[config.mk]
export PLATFORM = sky130hd
export DESIGN_NAME = acc_top
export DESIGN_NICKNAME = d
export VERILOG_FILES = /design/src/verilog/acc_pkg.sv /design/src/verilog/acc_cal_if.sv /design/src/verilog/acc_top.sv /design/src/verilog/acc_cal_engine.sv
export SDC_FILE = /design/constraint.sdc
export NUM_CORES = 1
export LEC_CHECK = 0
export BUFFER_PORTS_ARGS = -buffer_cell sky130_fd_sc_hd__buf_2
export CAP_MARGIN = 20
export CORE_MARGIN = 2
export CORE_UTILIZATION = 30
export DETAILED_ROUTE_END_ITERATION = 7
export HOLD_SLACK_MARGIN = 0.15
export PLACE_DENSITY = 0.54
export SYNTH_ARGS = -nofsm -noshare
export SYNTH_HDL_FRONTEND = slang
export SYNTH_SLANG_ARGS = --single-unit
[constraint.sdc]
create_clock -name mclk -period 4.8 [get_ports mclk]
set_clock_uncertainty 0.2 [all_clocks]
set_input_delay 1.44 -clock mclk [delete_from_list [all_inputs] [get_ports mclk]]
set_output_delay 1.44 -clock mclk [all_outputs]
set_load 0.01 [all_outputs]
[src/verilog/acc_pkg.sv]
`default_nettype none
package acc_pkg;
  // ****************************************************************
  // Register selects and field positions.
  // ****************************************************************
  localparam logic [1:0] SEL_PTR = 2'h0;
  localparam logic [1:0] SEL_COEF = 2'h1;
  localparam logic [1:0] SEL_CFG0 = 2'h2;
  localparam logic [1:0] SEL_CFG1 = 2'h3;
  localparam logic [7:0] PTR_RESET = 8'hD7;
  localparam int PTR_INC_BIT = 7;
  localparam int PTR_SEL_BIT = 6;
  localparam int CFG_LIN_BIT = 0;
  localparam int CFG_OFF_BIT = 1;
  localparam int CFG_GAIN_BIT = 2;
  localparam int CFG_SRC_BIT = 3;
  localparam logic [5:0] LOC_LIN_LAST = 6'h12;
  localparam logic [5:0] LOC_OFF_LO = 6'h13;
  localparam logic [5:0] LOC_OFF_HI = 6'h14;
  localparam logic [5:0] LOC_GAIN_LO = 6'h15;
  localparam logic [5:0] LOC_GAIN_HI = 6'h16;
  localparam int LIN_LOCS = 19;
  localparam int OFF_W = 14;
  localparam int GAIN_W = 13;
  localparam logic [13:0] OFF_RESET = 14'h2000;
  localparam logic [12:0] GAIN_RESET = 13'h1000;
  // ****************************************************************
  // Timing.
  // ****************************************************************
  localparam int CLK_PERIOD_NS = 10;
  localparam int CAL_TIME_NS = 10000;
  localparam int CAL_CYCLES = CAL_TIME_NS / CLK_PERIOD_NS;
  localparam int CNT_W = 16;
  typedef enum logic [3:0] {
    ST_IDLE = 4'h1,
    ST_LIN = 4'h2,
    ST_OFF = 4'h4,
    ST_GAIN = 4'h8
  } acc_state_e;
endpackage
`default_nettype wire

[src/verilog/acc_cal_if.sv]
`default_nettype none
interface acc_cal_if;
  logic [2:0] start;
  logic [2:0] done;
  logic busy;
  modport ctrl (output start, input done, input busy);
  modport engine (input start, output done, output busy);
endinterface
`default_nettype wire

[src/verilog/acc_top.sv]
`default_nettype none
module acc_top #(
  parameter int CAL_CYCLES = acc_pkg::CAL_CYCLES
) (
  input wire logic mclk,
  input wire logic reset,
  input wire logic [1:0] reg_sel,
  input wire logic reg_wr,
  input wire logic reg_rd,
  input wire logic [7:0] reg_wdata,
  input wire logic [1:0][13:0] meas_offset,
  input wire logic [1:0][12:0] meas_gain,
  output logic [7:0] reg_rdata_q,
  output logic [1:0][13:0] offset_coef_q,
  output logic [1:0][12:0] gain_coef_q,
  output logic [1:0] cal_source_q,
  output logic [1:0] cal_busy_q
);
  // ****************************************************************
  // Register state.
  // ****************************************************************
  logic [7:0] ptr_q;
  logic [2:0] cfg_q [2];
  logic [7:0] lin_q [2][acc_pkg::LIN_LOCS];
  logic [2:0] done_w [2];
  logic [1:0] busy_w;

  // ****************************************************************
  // Access decode.
  // ****************************************************************
  wire logic ptr_wr = reg_wr && (reg_sel == acc_pkg::SEL_PTR);
  wire logic coef_sel = (reg_sel == acc_pkg::SEL_COEF);
  wire logic coef_wr = reg_wr && coef_sel;
  wire logic coef_acc = (reg_wr || reg_rd) && coef_sel;
  wire logic [1:0] cfg_wr = {reg_wr && (reg_sel == acc_pkg::SEL_CFG1),
                             reg_wr && (reg_sel == acc_pkg::SEL_CFG0)};
  wire logic [5:0] loc = ptr_q[5:0];
  wire logic conv = ptr_q[acc_pkg::PTR_SEL_BIT];
  wire logic auto_inc = ptr_q[acc_pkg::PTR_INC_BIT];
  wire logic lin_hit = (loc <= acc_pkg::LOC_LIN_LAST);
  wire logic [4:0] lin_idx = loc[4:0];
  wire logic [13:0] off_sel = offset_coef_q[conv];
  wire logic [12:0] gain_sel = gain_coef_q[conv];

  // ****************************************************************
  // Coefficient port and register read data.
  // ****************************************************************
  wire logic [7:0] coef_rd =
    lin_hit ? lin_q[conv][lin_idx] :
    (loc == acc_pkg::LOC_OFF_LO) ? off_sel[7:0] :
    (loc == acc_pkg::LOC_OFF_HI) ? {2'b00, off_sel[13:8]} :
    (loc == acc_pkg::LOC_GAIN_LO) ? gain_sel[7:0] :
    (loc == acc_pkg::LOC_GAIN_HI) ? {3'b000, gain_sel[12:8]} : 8'h00;
  wire logic [7:0] rd_mux =
    (reg_sel == acc_pkg::SEL_PTR) ? ptr_q :
    coef_sel ? coef_rd :
    (reg_sel == acc_pkg::SEL_CFG0) ? {4'h0, cal_source_q[0], cfg_q[0]} :
    {4'h0, cal_source_q[1], cfg_q[1]};

  // ****************************************************************
  // Pointer and read register.
  // ****************************************************************
  always_ff @(posedge mclk) begin
    if (reset) begin
      ptr_q <= acc_pkg::PTR_RESET;
      reg_rdata_q <= 8'h00;
    end else begin
      if (ptr_wr) begin
        ptr_q <= reg_wdata;
      end else if (coef_acc && auto_inc) begin
        ptr_q[5:0] <= loc + 6'h01;
      end
      if (reg_rd) begin
        reg_rdata_q <= rd_mux;
      end
    end
  end

  // ****************************************************************
  // Per-converter configuration, coefficients and engines.
  // ****************************************************************
  always_ff @(posedge mclk) begin
    if (reset) begin
      for (int c = 0; c < 2; c++) begin
        cfg_q[c] <= 3'h0;
        cal_source_q[c] <= 1'b0;
        cal_busy_q[c] <= 1'b0;
        offset_coef_q[c] <= acc_pkg::OFF_RESET;
        gain_coef_q[c] <= acc_pkg::GAIN_RESET;
        for (int i = 0; i < acc_pkg::LIN_LOCS; i++) begin
          lin_q[c][i] <= 8'h00;
        end
      end
    end else begin
      for (int c = 0; c < 2; c++) begin
        cal_busy_q[c] <= busy_w[c];
        // A software write in the finishing cycle wins over the clear.
        if (cfg_wr[c]) begin
          cfg_q[c] <= reg_wdata[2:0];
          cal_source_q[c] <= reg_wdata[acc_pkg::CFG_SRC_BIT];
        end else begin
          cfg_q[c] <= cfg_q[c] & ~done_w[c];
        end
        if (coef_wr && (conv == c[0])) begin
          if (lin_hit) begin
            lin_q[c][lin_idx] <= reg_wdata;
          end
          if (loc == acc_pkg::LOC_OFF_LO) begin
            offset_coef_q[c][7:0] <= reg_wdata;
          end
          if (loc == acc_pkg::LOC_OFF_HI) begin
            offset_coef_q[c][13:8] <= reg_wdata[5:0];
          end
          if (loc == acc_pkg::LOC_GAIN_LO) begin
            gain_coef_q[c][7:0] <= reg_wdata;
          end
          if (loc == acc_pkg::LOC_GAIN_HI) begin
            gain_coef_q[c][12:8] <= reg_wdata[4:0];
          end
        end
        // A finished calibration overrides a same-cycle software write.
        if (done_w[c][acc_pkg::CFG_OFF_BIT]) begin
          offset_coef_q[c] <= meas_offset[c];
        end
        if (done_w[c][acc_pkg::CFG_GAIN_BIT]) begin
          gain_coef_q[c] <= meas_gain[c];
        end
      end
    end
  end

  for (genvar g = 0; g < 2; g++) begin : g_conv
    acc_cal_if cal_if ();
    assign cal_if.start = cfg_q[g];
    assign done_w[g] = cal_if.done;
    assign busy_w[g] = cal_if.busy;
    acc_cal_engine #(.CAL_CYCLES(CAL_CYCLES)) u_engine (
      .mclk(mclk),
      .reset(reset),
      .cal(cal_if.engine)
    );
  end

  // ****************************************************************
  // Checks.
  // ****************************************************************
  a_lin_clear: assert property (@(posedge mclk) disable iff (reset)
    (done_w[0][0] && !cfg_wr[0]) |=> !cfg_q[0][0])
    else $error("linearity start bit not cleared at completion");
  a_off_clear: assert property (@(posedge mclk) disable iff (reset)
    (done_w[1][1] && !cfg_wr[1]) |=> !cfg_q[1][1] && offset_coef_q[1] == $past(meas_offset[1]))
    else $error("offset completion not applied");
  a_gain_clear: assert property (@(posedge mclk) disable iff (reset)
    (done_w[1][2] && !cfg_wr[1]) |=> !cfg_q[1][2] && gain_coef_q[1] == $past(meas_gain[1]))
    else $error("gain completion not applied");
  a_source_bit: assert property (@(posedge mclk) disable iff (reset)
    cfg_wr[1] |=> cal_source_q[1] == $past(reg_wdata[3]))
    else $error("source select not taken");
  a_auto_step: assert property (@(posedge mclk) disable iff (reset)
    (coef_acc && auto_inc && !ptr_wr) |=>
      ptr_q[5:0] == $past(ptr_q[5:0]) + 6'h01 && ptr_q[7:6] == $past(ptr_q[7:6]))
    else $error("auto-increment step wrong");
  a_no_step: assert property (@(posedge mclk) disable iff (reset)
    (coef_acc && !auto_inc && !ptr_wr) |=> ptr_q == $past(ptr_q))
    else $error("pointer moved without auto-increment");
  a_off_hi_read: assert property (@(posedge mclk) disable iff (reset)
    (reg_rd && coef_sel && loc == acc_pkg::LOC_OFF_HI) |=>
      reg_rdata_q == {2'b00, $past(off_sel[13:8])})
    else $error("offset high byte read wrong");
  a_gain_hi_read: assert property (@(posedge mclk) disable iff (reset)
    (reg_rd && coef_sel && loc == acc_pkg::LOC_GAIN_HI) |=> reg_rdata_q[7:5] == 3'b000)
    else $error("gain high unused bits not zero");
  a_lin_read: assert property (@(posedge mclk) disable iff (reset)
    (reg_rd && coef_sel && lin_hit) |=> reg_rdata_q == $past(lin_q[conv][lin_idx]))
    else $error("linearity coefficient read wrong");
endmodule
`default_nettype wire

[src/verilog/acc_cal_engine.sv]
`default_nettype none
module acc_cal_engine #(
  parameter int CAL_CYCLES = acc_pkg::CAL_CYCLES
) (
  input wire logic mclk,
  input wire logic reset,
  acc_cal_if.engine cal
);
  // ****************************************************************
  // Sequencer: one calibration at a time, lowest start bit first.
  // ****************************************************************
  acc_pkg::acc_state_e state_q, state_d;
  logic [acc_pkg::CNT_W-1:0] cnt_q, cnt_d;
  logic [2:0] done_q, done_d;
  logic busy_q;
  wire logic [2:0] pend = cal.start & ~done_q;
  wire logic cnt_zero = (cnt_q == '0);
  wire logic [acc_pkg::CNT_W-1:0] cnt_load = acc_pkg::CNT_W'(CAL_CYCLES - 1);

  always_comb begin
    state_d = state_q;
    cnt_d = cnt_q;
    done_d = 3'h0;
    case (state_q)
      acc_pkg::ST_IDLE: begin
        cnt_d = cnt_load;
        if (pend[acc_pkg::CFG_LIN_BIT]) begin
          state_d = acc_pkg::ST_LIN;
        end else if (pend[acc_pkg::CFG_OFF_BIT]) begin
          state_d = acc_pkg::ST_OFF;
        end else if (pend[acc_pkg::CFG_GAIN_BIT]) begin
          state_d = acc_pkg::ST_GAIN;
        end
      end
      acc_pkg::ST_LIN, acc_pkg::ST_OFF, acc_pkg::ST_GAIN: begin
        if (cnt_zero) begin
          state_d = acc_pkg::ST_IDLE;
          done_d = state_q[3:1];
        end else begin
          cnt_d = cnt_q - 1'b1;
        end
      end
      default: state_d = acc_pkg::ST_IDLE;
    endcase
  end

  always_ff @(posedge mclk) begin
    if (reset) begin
      state_q <= acc_pkg::ST_IDLE;
      cnt_q <= '0;
      done_q <= 3'h0;
      busy_q <= 1'b0;
    end else begin
      state_q <= state_d;
      cnt_q <= cnt_d;
      done_q <= done_d;
      busy_q <= (state_d != acc_pkg::ST_IDLE);
    end
  end

  assign cal.done = done_q;
  assign cal.busy = busy_q;

  a_run_holds: assert property (@(posedge mclk) disable iff (reset)
    (state_q != acc_pkg::ST_IDLE && !cnt_zero) |=> state_q == $past(state_q))
    else $error("calibration state left before its count ran out");
  a_lin_first: assert property (@(posedge mclk) disable iff (reset)
    (state_q == acc_pkg::ST_IDLE && pend[0]) |=> state_q == acc_pkg::ST_LIN)
    else $error("pending linearity calibration not started");
  a_done_at_end: assert property (@(posedge mclk) disable iff (reset)
    (state_q == acc_pkg::ST_OFF && cnt_zero) |=> done_q == 3'h2 ##1 done_q == 3'h0)
    else $error("offset done pulse wrong");
endmodule
`default_nettype wire

==> results of run 1 <==
-- cells by family after synthesis --
kind of cell,after synthesis,synth area share
buf+inv,141,0.0275
fa+ha+maj,6,0.00360
simple gates,703,0.185
xor+xnor,25,0.0105
mux,240,0.157
other cells,1,0.000180
compound gates,163,0.0530
flops,433,0.564
-- layout make-up --
class                           count  area (um^2)
Tap cell                          931         1160
Clock buffer                       56         1240
Multi-Input combinational cell   1143         8550
Inverter                           16         60.1
Fill cell                        6779        44400
Timing Repair Buffer              193         1160
Clock inverter                     30          338
Sequential cell                   433        11800
-- cell usage after synthesis, types with 7 or more instances --
master,n,area share
xnor2_1,13,0.0055
nand2_1,55,0.0099
nor2b_1,15,0.0045
nor4_1,16,0.0048
a21oi_1,42,0.010
and3_1,8,0.0024
o211ai_1,7,0.0025
mux4_2,63,0.068
nor2_1,159,0.029
xor2_1,12,0.0050
nand3_1,22,0.0053
a31oi_1,9,0.0027
a221oi_1,7,0.0029
inv_1,13,0.0023
clkbuf_1,96,0.017
buf_1,10,0.0018
a22oi_1,18,0.0065
edfxtp_1,310,0.45
nor3_1,23,0.0055
nand2b_1,14,0.0042
mux2i_1,116,0.056
and2_1,313,0.094
mux2_2,61,0.033
o21ai_0,17,0.0041
buf_2,14,0.0034
o22ai_1,11,0.0033
dfxtp_1,123,0.12
or3_1,10,0.0030
or2_2,43,0.013
a211oi_1,15,0.0054
-- through the flow --
step           hold WS, ns  instance area, um^2  power, mW
6_report             0.237                24300       8.76
5_1_grt              0.264                24300       9.05
4_1_cts              0.244                24300       8.82
3_5_place_dp         0.231                22700       5.12
3_3_place_gp         0.220                22700       5.10
2_1_floorplan        0.214                20900       4.80
-- report_power, final --
| part | internal (mW) | switching, mW | total, mW |
|---|---|---|---|
| registers | 4.13 | 0.102 | 4.23 |
| logic | 0.290 | 0.516 | 0.806 |
| clock network | 2.18 | 1.54 | 3.72 |
| total | 6.60 | 2.16 | 8.76 |
-- worst paths after layout --
path,cells past startpoint,end,slack [ns],start
worst max-delay path,7,lin_q[0][12],1.21,reg_sel[1]
worst min-delay path,1,cal_busy_q[0],0.24,g_conv[0].u_engine.cal.busy
worst max register to register,7,lin_q[0][12],1.37,ptr_q[2]
worst min register to register,1,cal_busy_q[0],0.24,g_conv[0].u_engine.cal.busy
-- layer usage --
metal  share of wire  routed length [um]  vias to the layer above
met4           0.024                1470                        0
met5               0                   0                        -
met3           0.062                3830                       78
met2            0.48               29600                      459
met1            0.43               26800                     7046
li1                -                   -                     6433
-- worst max-delay path, delay by kind of cell --
family | cells | cell delay, ns
buffers and inverters | 1 | 0.18
and+or+nand+nor | 6 | 2.05
-- sequential cells by signal, indices dropped and copies added, names as in the netlist, named ones only --
register,flops
cal_busy_q,2
cal_source_q,2
cfg_q,6
g_conv.u_engine.cal.busy,2
g_conv.u_engine.cal.done,6
g_conv.u_engine.cnt_q,32
g_conv.u_engine.state_q,8
gain_coef_q,26
lin_q,304
offset_coef_q,28
ptr_q,8
reg_rdata_q,8
==> results.md, run 1 <==
- Area grow syn2layout: 16.4%
- Commonest non-fill, non-tap cell in the layout: and2_1
- CTS tree: built
- Slew margin rel.: 0.290
- Clock tree buffer depth: 3
- Clock buffer count from CTS: between 40 and 50
- Detailed Place HPWL: 41700 um
- Share of cells above drive strength 1: 0.238
- Layout net count: around 1900
- Post-synth cell types: 66
- Most frequent cells in the layout: 313 x and2_1, 310 x edfxtp_1, 159 x nor2_1
- Peak Freq: 279 MHz
- Initial Util: 0.304
- Post-CTS Resized: 0
- DRT iter0 DRCs: 1132
- First-pass GRT wire length: between 90000 and 100000 um
- Synth Area per Inst: 12.2 um^2
- Grt ovf: 0
- Max-slew violation count: 0
- Post-synthesis sequential area ratio: 0.564
- M2 GR Usage: 0.283
- Setup TNS: 0 ns
- Clock Pin Slew Worst Setup and Hold Paths: 0.06 ns
- Static Leak: 9.42 nW
- Clk sinks: 433
- Placed cell count: 2715
- Final Hold Fails: 0
- Worst path max stage delay: 0.52 ns
- CP max-delay cell: nor4b_2
- Fraction of registers with async set/reset: 0
- Worst slack at placement: 0.612 ns
- # IOs: roughly 130
- Die H: between 200 and 300 um
- Non-filler instance count after layout: 2802
- Slew @ Worst Pin: 1.06 ns
- Max Cap Viol: 0
- RSZ-0062 raised after global routing: false
- Initial antenna violation count: 1
- Synth Register Bits: 433
- Gr usage total: 0.171
- Via count: 14000
- Synth warn: 0
- Clock latency at the later pin of the worst-skew pair: 0.61 ns
- TritonRoute pass-1 iters: 5
- VDD IR max: 0.233 mV
- Cell area after synthesis: 20900 um^2
- Synth Flop Type: edfxtp_1
- Clock root cell: clkbuf_16
- Die width: 268 um
- Post-synth EDFFs: 310
- PwrDens: between 300 and 400 nW/um^2
- Vias in the first global route: around 14000
- Post-Synthesis Cells: 1712
- Crit Path Category: in -> reg
- Crit path max fanout: 14
- Drt drc: 0
- Critical Path Source Type: input port
- CP Data Required Time: 4.89 ns
- N_diodes: 0
- Final core occ: 0.354
- Via-per-instance ratio: around 5
- Worst path cell trace: buf_2 -> nand2b_1 -> nor3b_1 -> nor4b_2 -> nand2_1 -> nor2_1 -> or2_2
- Status: finished clean
- Min-Delay Path Class: reg -> reg
- Die ar.: 71700 um^2
- Busiest layer in global routing: met2
- Final worst-path cycle share: 0.748
- Port bufs: 133
- Critical Path Sink Type: flip-flop
- Postcts setup bufs: 0
- GPL Wtd Cong: between 0.8 and 0.9
- Core Area: 68700 um^2
- Rows: 96
- M3 GR Usage: 0.0325
- Antenna-violating nets left: 0
- Pin count of the biggest net entering global routing: 128
- CP arrival: about 3.7 ns
- Post-layout min period: 3.59 ns
- Avg WL per Cell: 22.0 um
- Final setup fails: 0
- Final worst slack: 1.21 ns
- Post-Route WL: 61700 um
- Hold-fix buffers, CTS: 0
- Met1 global-route usage: 0.227
- Number of H-tree levels: 2
Note: power is estimated with default switching activity, not from simulation.
==> inputs of run 2 (changes only) <==
==> constraint.sdc (replaced) <==
create_clock -name mclk -period 3.4 [get_ports mclk]
set_clock_uncertainty 0.2 [all_clocks]
set_input_delay 1.02 -clock mclk [delete_from_list [all_inputs] [get_ports mclk]]
set_output_delay 1.02 -clock mclk [all_outputs]
set_load 0.01 [all_outputs]
==> run 2 against run 1 <==
Effect of this change: critical path depth grew 1; cell count grew 1.6%; combinational power grew 50%; hold slack gained 0.0060 ns; via count grew 1.3%; power grew 43%; cell area grew 2.0%; first-iteration DRC count shrank 8.9%; setup slack lost 0.91 ns; clock power grew 43%.
==> results.md, run 2 (synthesis results as in run 1) <==
- Status: finished clean
- Peak Freq: 323 MHz
- Rows: 96 (unchanged)
- Die H: 268 um (unchanged)
- # IOs: 134 (unchanged)
- Post-CTS Resized: 0 (unchanged)
- Min-Delay Path Class: reg -> reg
- Vias in the first global route: 14200 (+1.8%)
- Tot Pwr: 12.5 mW (+43%)
- Setup TNS: 0 ns (unchanged)
- Post-layout min period: between 3 and 4 ns
- VDD IR max: 0.371 mV (+59%)
- GPL Wtd Cong: 0.890 (+4.5%)
- Initial Util: 0.304 (unchanged)
- Via count: 14200 (+1.3%)
- Worst path cell trace: inv_1 -> ha_1 -> or3b_1 -> or4_1 -> o41a_1 -> o211ai_1 -> xor2_1 -> nor2_1
- Via-per-instance ratio: 4.99 (-0.28%)
- Share of cells above drive strength 1: 0.253 (+0.0144)
- Biggest regs: lin_q x304, g_conv.u_engine.cnt_q x32, offset_coef_q x28
- Gr usage total: 0.172 (+0.00110)
- Clock root cell: clkbuf_16
- Max-slew violation count: 0 (unchanged)
- Clk sinks: 433 (unchanged)
- Avg WL per Cell: 21.8 um (-1.1%)
- Port bufs: 133 (unchanged)
- Grt ovf: 0 (unchanged)
- Commonest non-fill, non-tap cell in the layout: and2_1
- Crit path buf inv count: 1 (unchanged)
- Slew margin rel.: 0.386 (+0.0963)
- TritonRoute pass-1 iters: 5 (unchanged)
- Most frequent cells in the layout: 313 x and2_1, 310 x edfxtp_1, 159 x nor2_1
- Crit path max fanout: 18 (+4)
- Die width: 268 um (unchanged)
- Reg-to-reg slack, setup: 0.30 ns (-1.07 ns)
- CTS tree: built
- Postcts setup bufs: 0 (unchanged)
- Placed cell areas: 23100 um^2 (+2.0%)
- DRT iter0 DRCs: 1031 (-8.9%)
- Fill cell count: 6705 (-1.1%)
- Critical Path Sink Type: flip-flop
- Initial antenna violation count: 1 (unchanged)
- Slew @ Worst Pin: 0.912 ns (-0.151 ns)
- Final setup fails: 0 (unchanged)
- Layout net count: 1949 (+2.1%)
- CP max-delay cell: o41a_1
- Clock tree buffer depth: 3 (unchanged)
- Post-Route WL: 62000 um (+0.47%)
- Reg with most FFs: lin_q
- CP arrival: 3.39 ns (-0.29 ns)
- Final Cell Area: 24800 um^2 (+2.0%)
- First-pass GRT wire length: 92100 um (+1.1%)
- Delay-heaviest family, CP: simple AND/OR/NAND/NOR gates
- Max Cap Viol: 0 (unchanged)
- Detailed Place HPWL: 42500 um (+2.0%)
- Core Area: 68700 um^2 (unchanged)
- PwrDens: 504 nW/um^2 (+40%)
- Drt drc: 0 (unchanged)
- RSZ-0062 raised after global routing: false
- Final Hold Fails: 0 (unchanged)
- Pin count of the biggest net entering global routing: 130 (+1.6%)
- Static Leak: 9.68 nW (+2.8%)
- Clock Pin Slew Worst Setup and Hold Paths: 0.06 ns (about the same)
- Antenna-violating nets left: 0 (unchanged)
- Final worst-path cycle share: 0.912
- Area grow syn2layout: 18.8%
- Clock latency at the later pin of the worst-skew pair: 0.59 ns (-0.02 ns)
- CP Data Required Time: 3.69 ns (-1.20 ns)
- Worst path max stage delay: 0.68 ns (+0.16 ns)
- Critical Path Source Type: flip-flop
- Number of H-tree levels: 2 (unchanged)
- Max reg flops: 304 (unchanged)
- Clock buffer count from CTS: 49 (+4.3%)
- Crit Path Category: reg -> reg
- Die ar.: 71700 um^2 (unchanged)
- Hold-fix buffers, CTS: 0 (unchanged)
## run 2: changes by cell type in the layout (fill, tap and decap cells not counted), moves of 2 or more
cell       change
clkinv_1       +5
clkbuf_8       -2
clkbuf_16      +4
bufinv_16      -2
buf_12        +12
clkinv_2       -3
buf_4         +27
## run 2: worst paths after layout
path | to | cells past startpoint | start
worst max-delay path | g_conv[0].u_engine.cnt_q[13] | 8 | g_conv[0].u_engine.cnt_q[0]
worst min-delay path | cal_busy_q[0] | 1 | g_conv[0].u_engine.cal.busy
worst max register to register | g_conv[0].u_engine.cnt_q[13] | 8 | g_conv[0].u_engine.cnt_q[0]
worst min register to register | cal_busy_q[0] | 1 | g_conv[0].u_engine.cal.busy
## run 2: layout make-up
| class | instances | area (um^2) | area share |
|---|---|---|---|
| well taps | 931 | 1160 | 0.0470 |
| diodes | 1 | 2.50 | 0.000101 |
| multi-input cells | 1143 | 8550 | 0.345 |
| inverters | 16 | 60.1 | 0.00242 |
| clock inverters | 32 | 305 | 0.0123 |
| clock buffers | 59 | 1320 | 0.0531 |
| flip-flops and latches | 433 | 11800 | 0.475 |
| repair buffers | 232 | 1610 | 0.0648 |
## run 2: power breakdown
part | leakage [nW] | internal [mW] | switching, mW
combinational | 4.68 | 0.444 | 0.766
sequential | 4.20 | 5.84 | 0.122
clock | 0.802 | 3.09 | 2.24
total | 9.68 | 9.37 | 3.13
## run 2: metrics by stage
stage | instances | hold slack [ns] | utilization | worst slack [ns]
floorplan | 1717 | 0.214 | - | 0.232
global placement | 2754 | 0.220 | 0.337 | 0.0222
detailed placement | 2754 | 0.224 | 0.337 | 0.0398
CTS | 2845 | 0.246 | 0.360 | 0.274
global route | 2847 | 0.260 | 0.361 | 0.134
finish | 2847 | 0.243 | 0.361 | 0.300
## run 2: metal layers
metal / part of all wire / global-route usage / vias up
met5: 0 / 0 / -
met4: 0.028 / 0.0563 / 0
met3: 0.054 / 0.0266 / 102
met2: 0.48 / 0.287 / 441
met1: 0.44 / 0.228 / 7132
li1: - / - / 6526
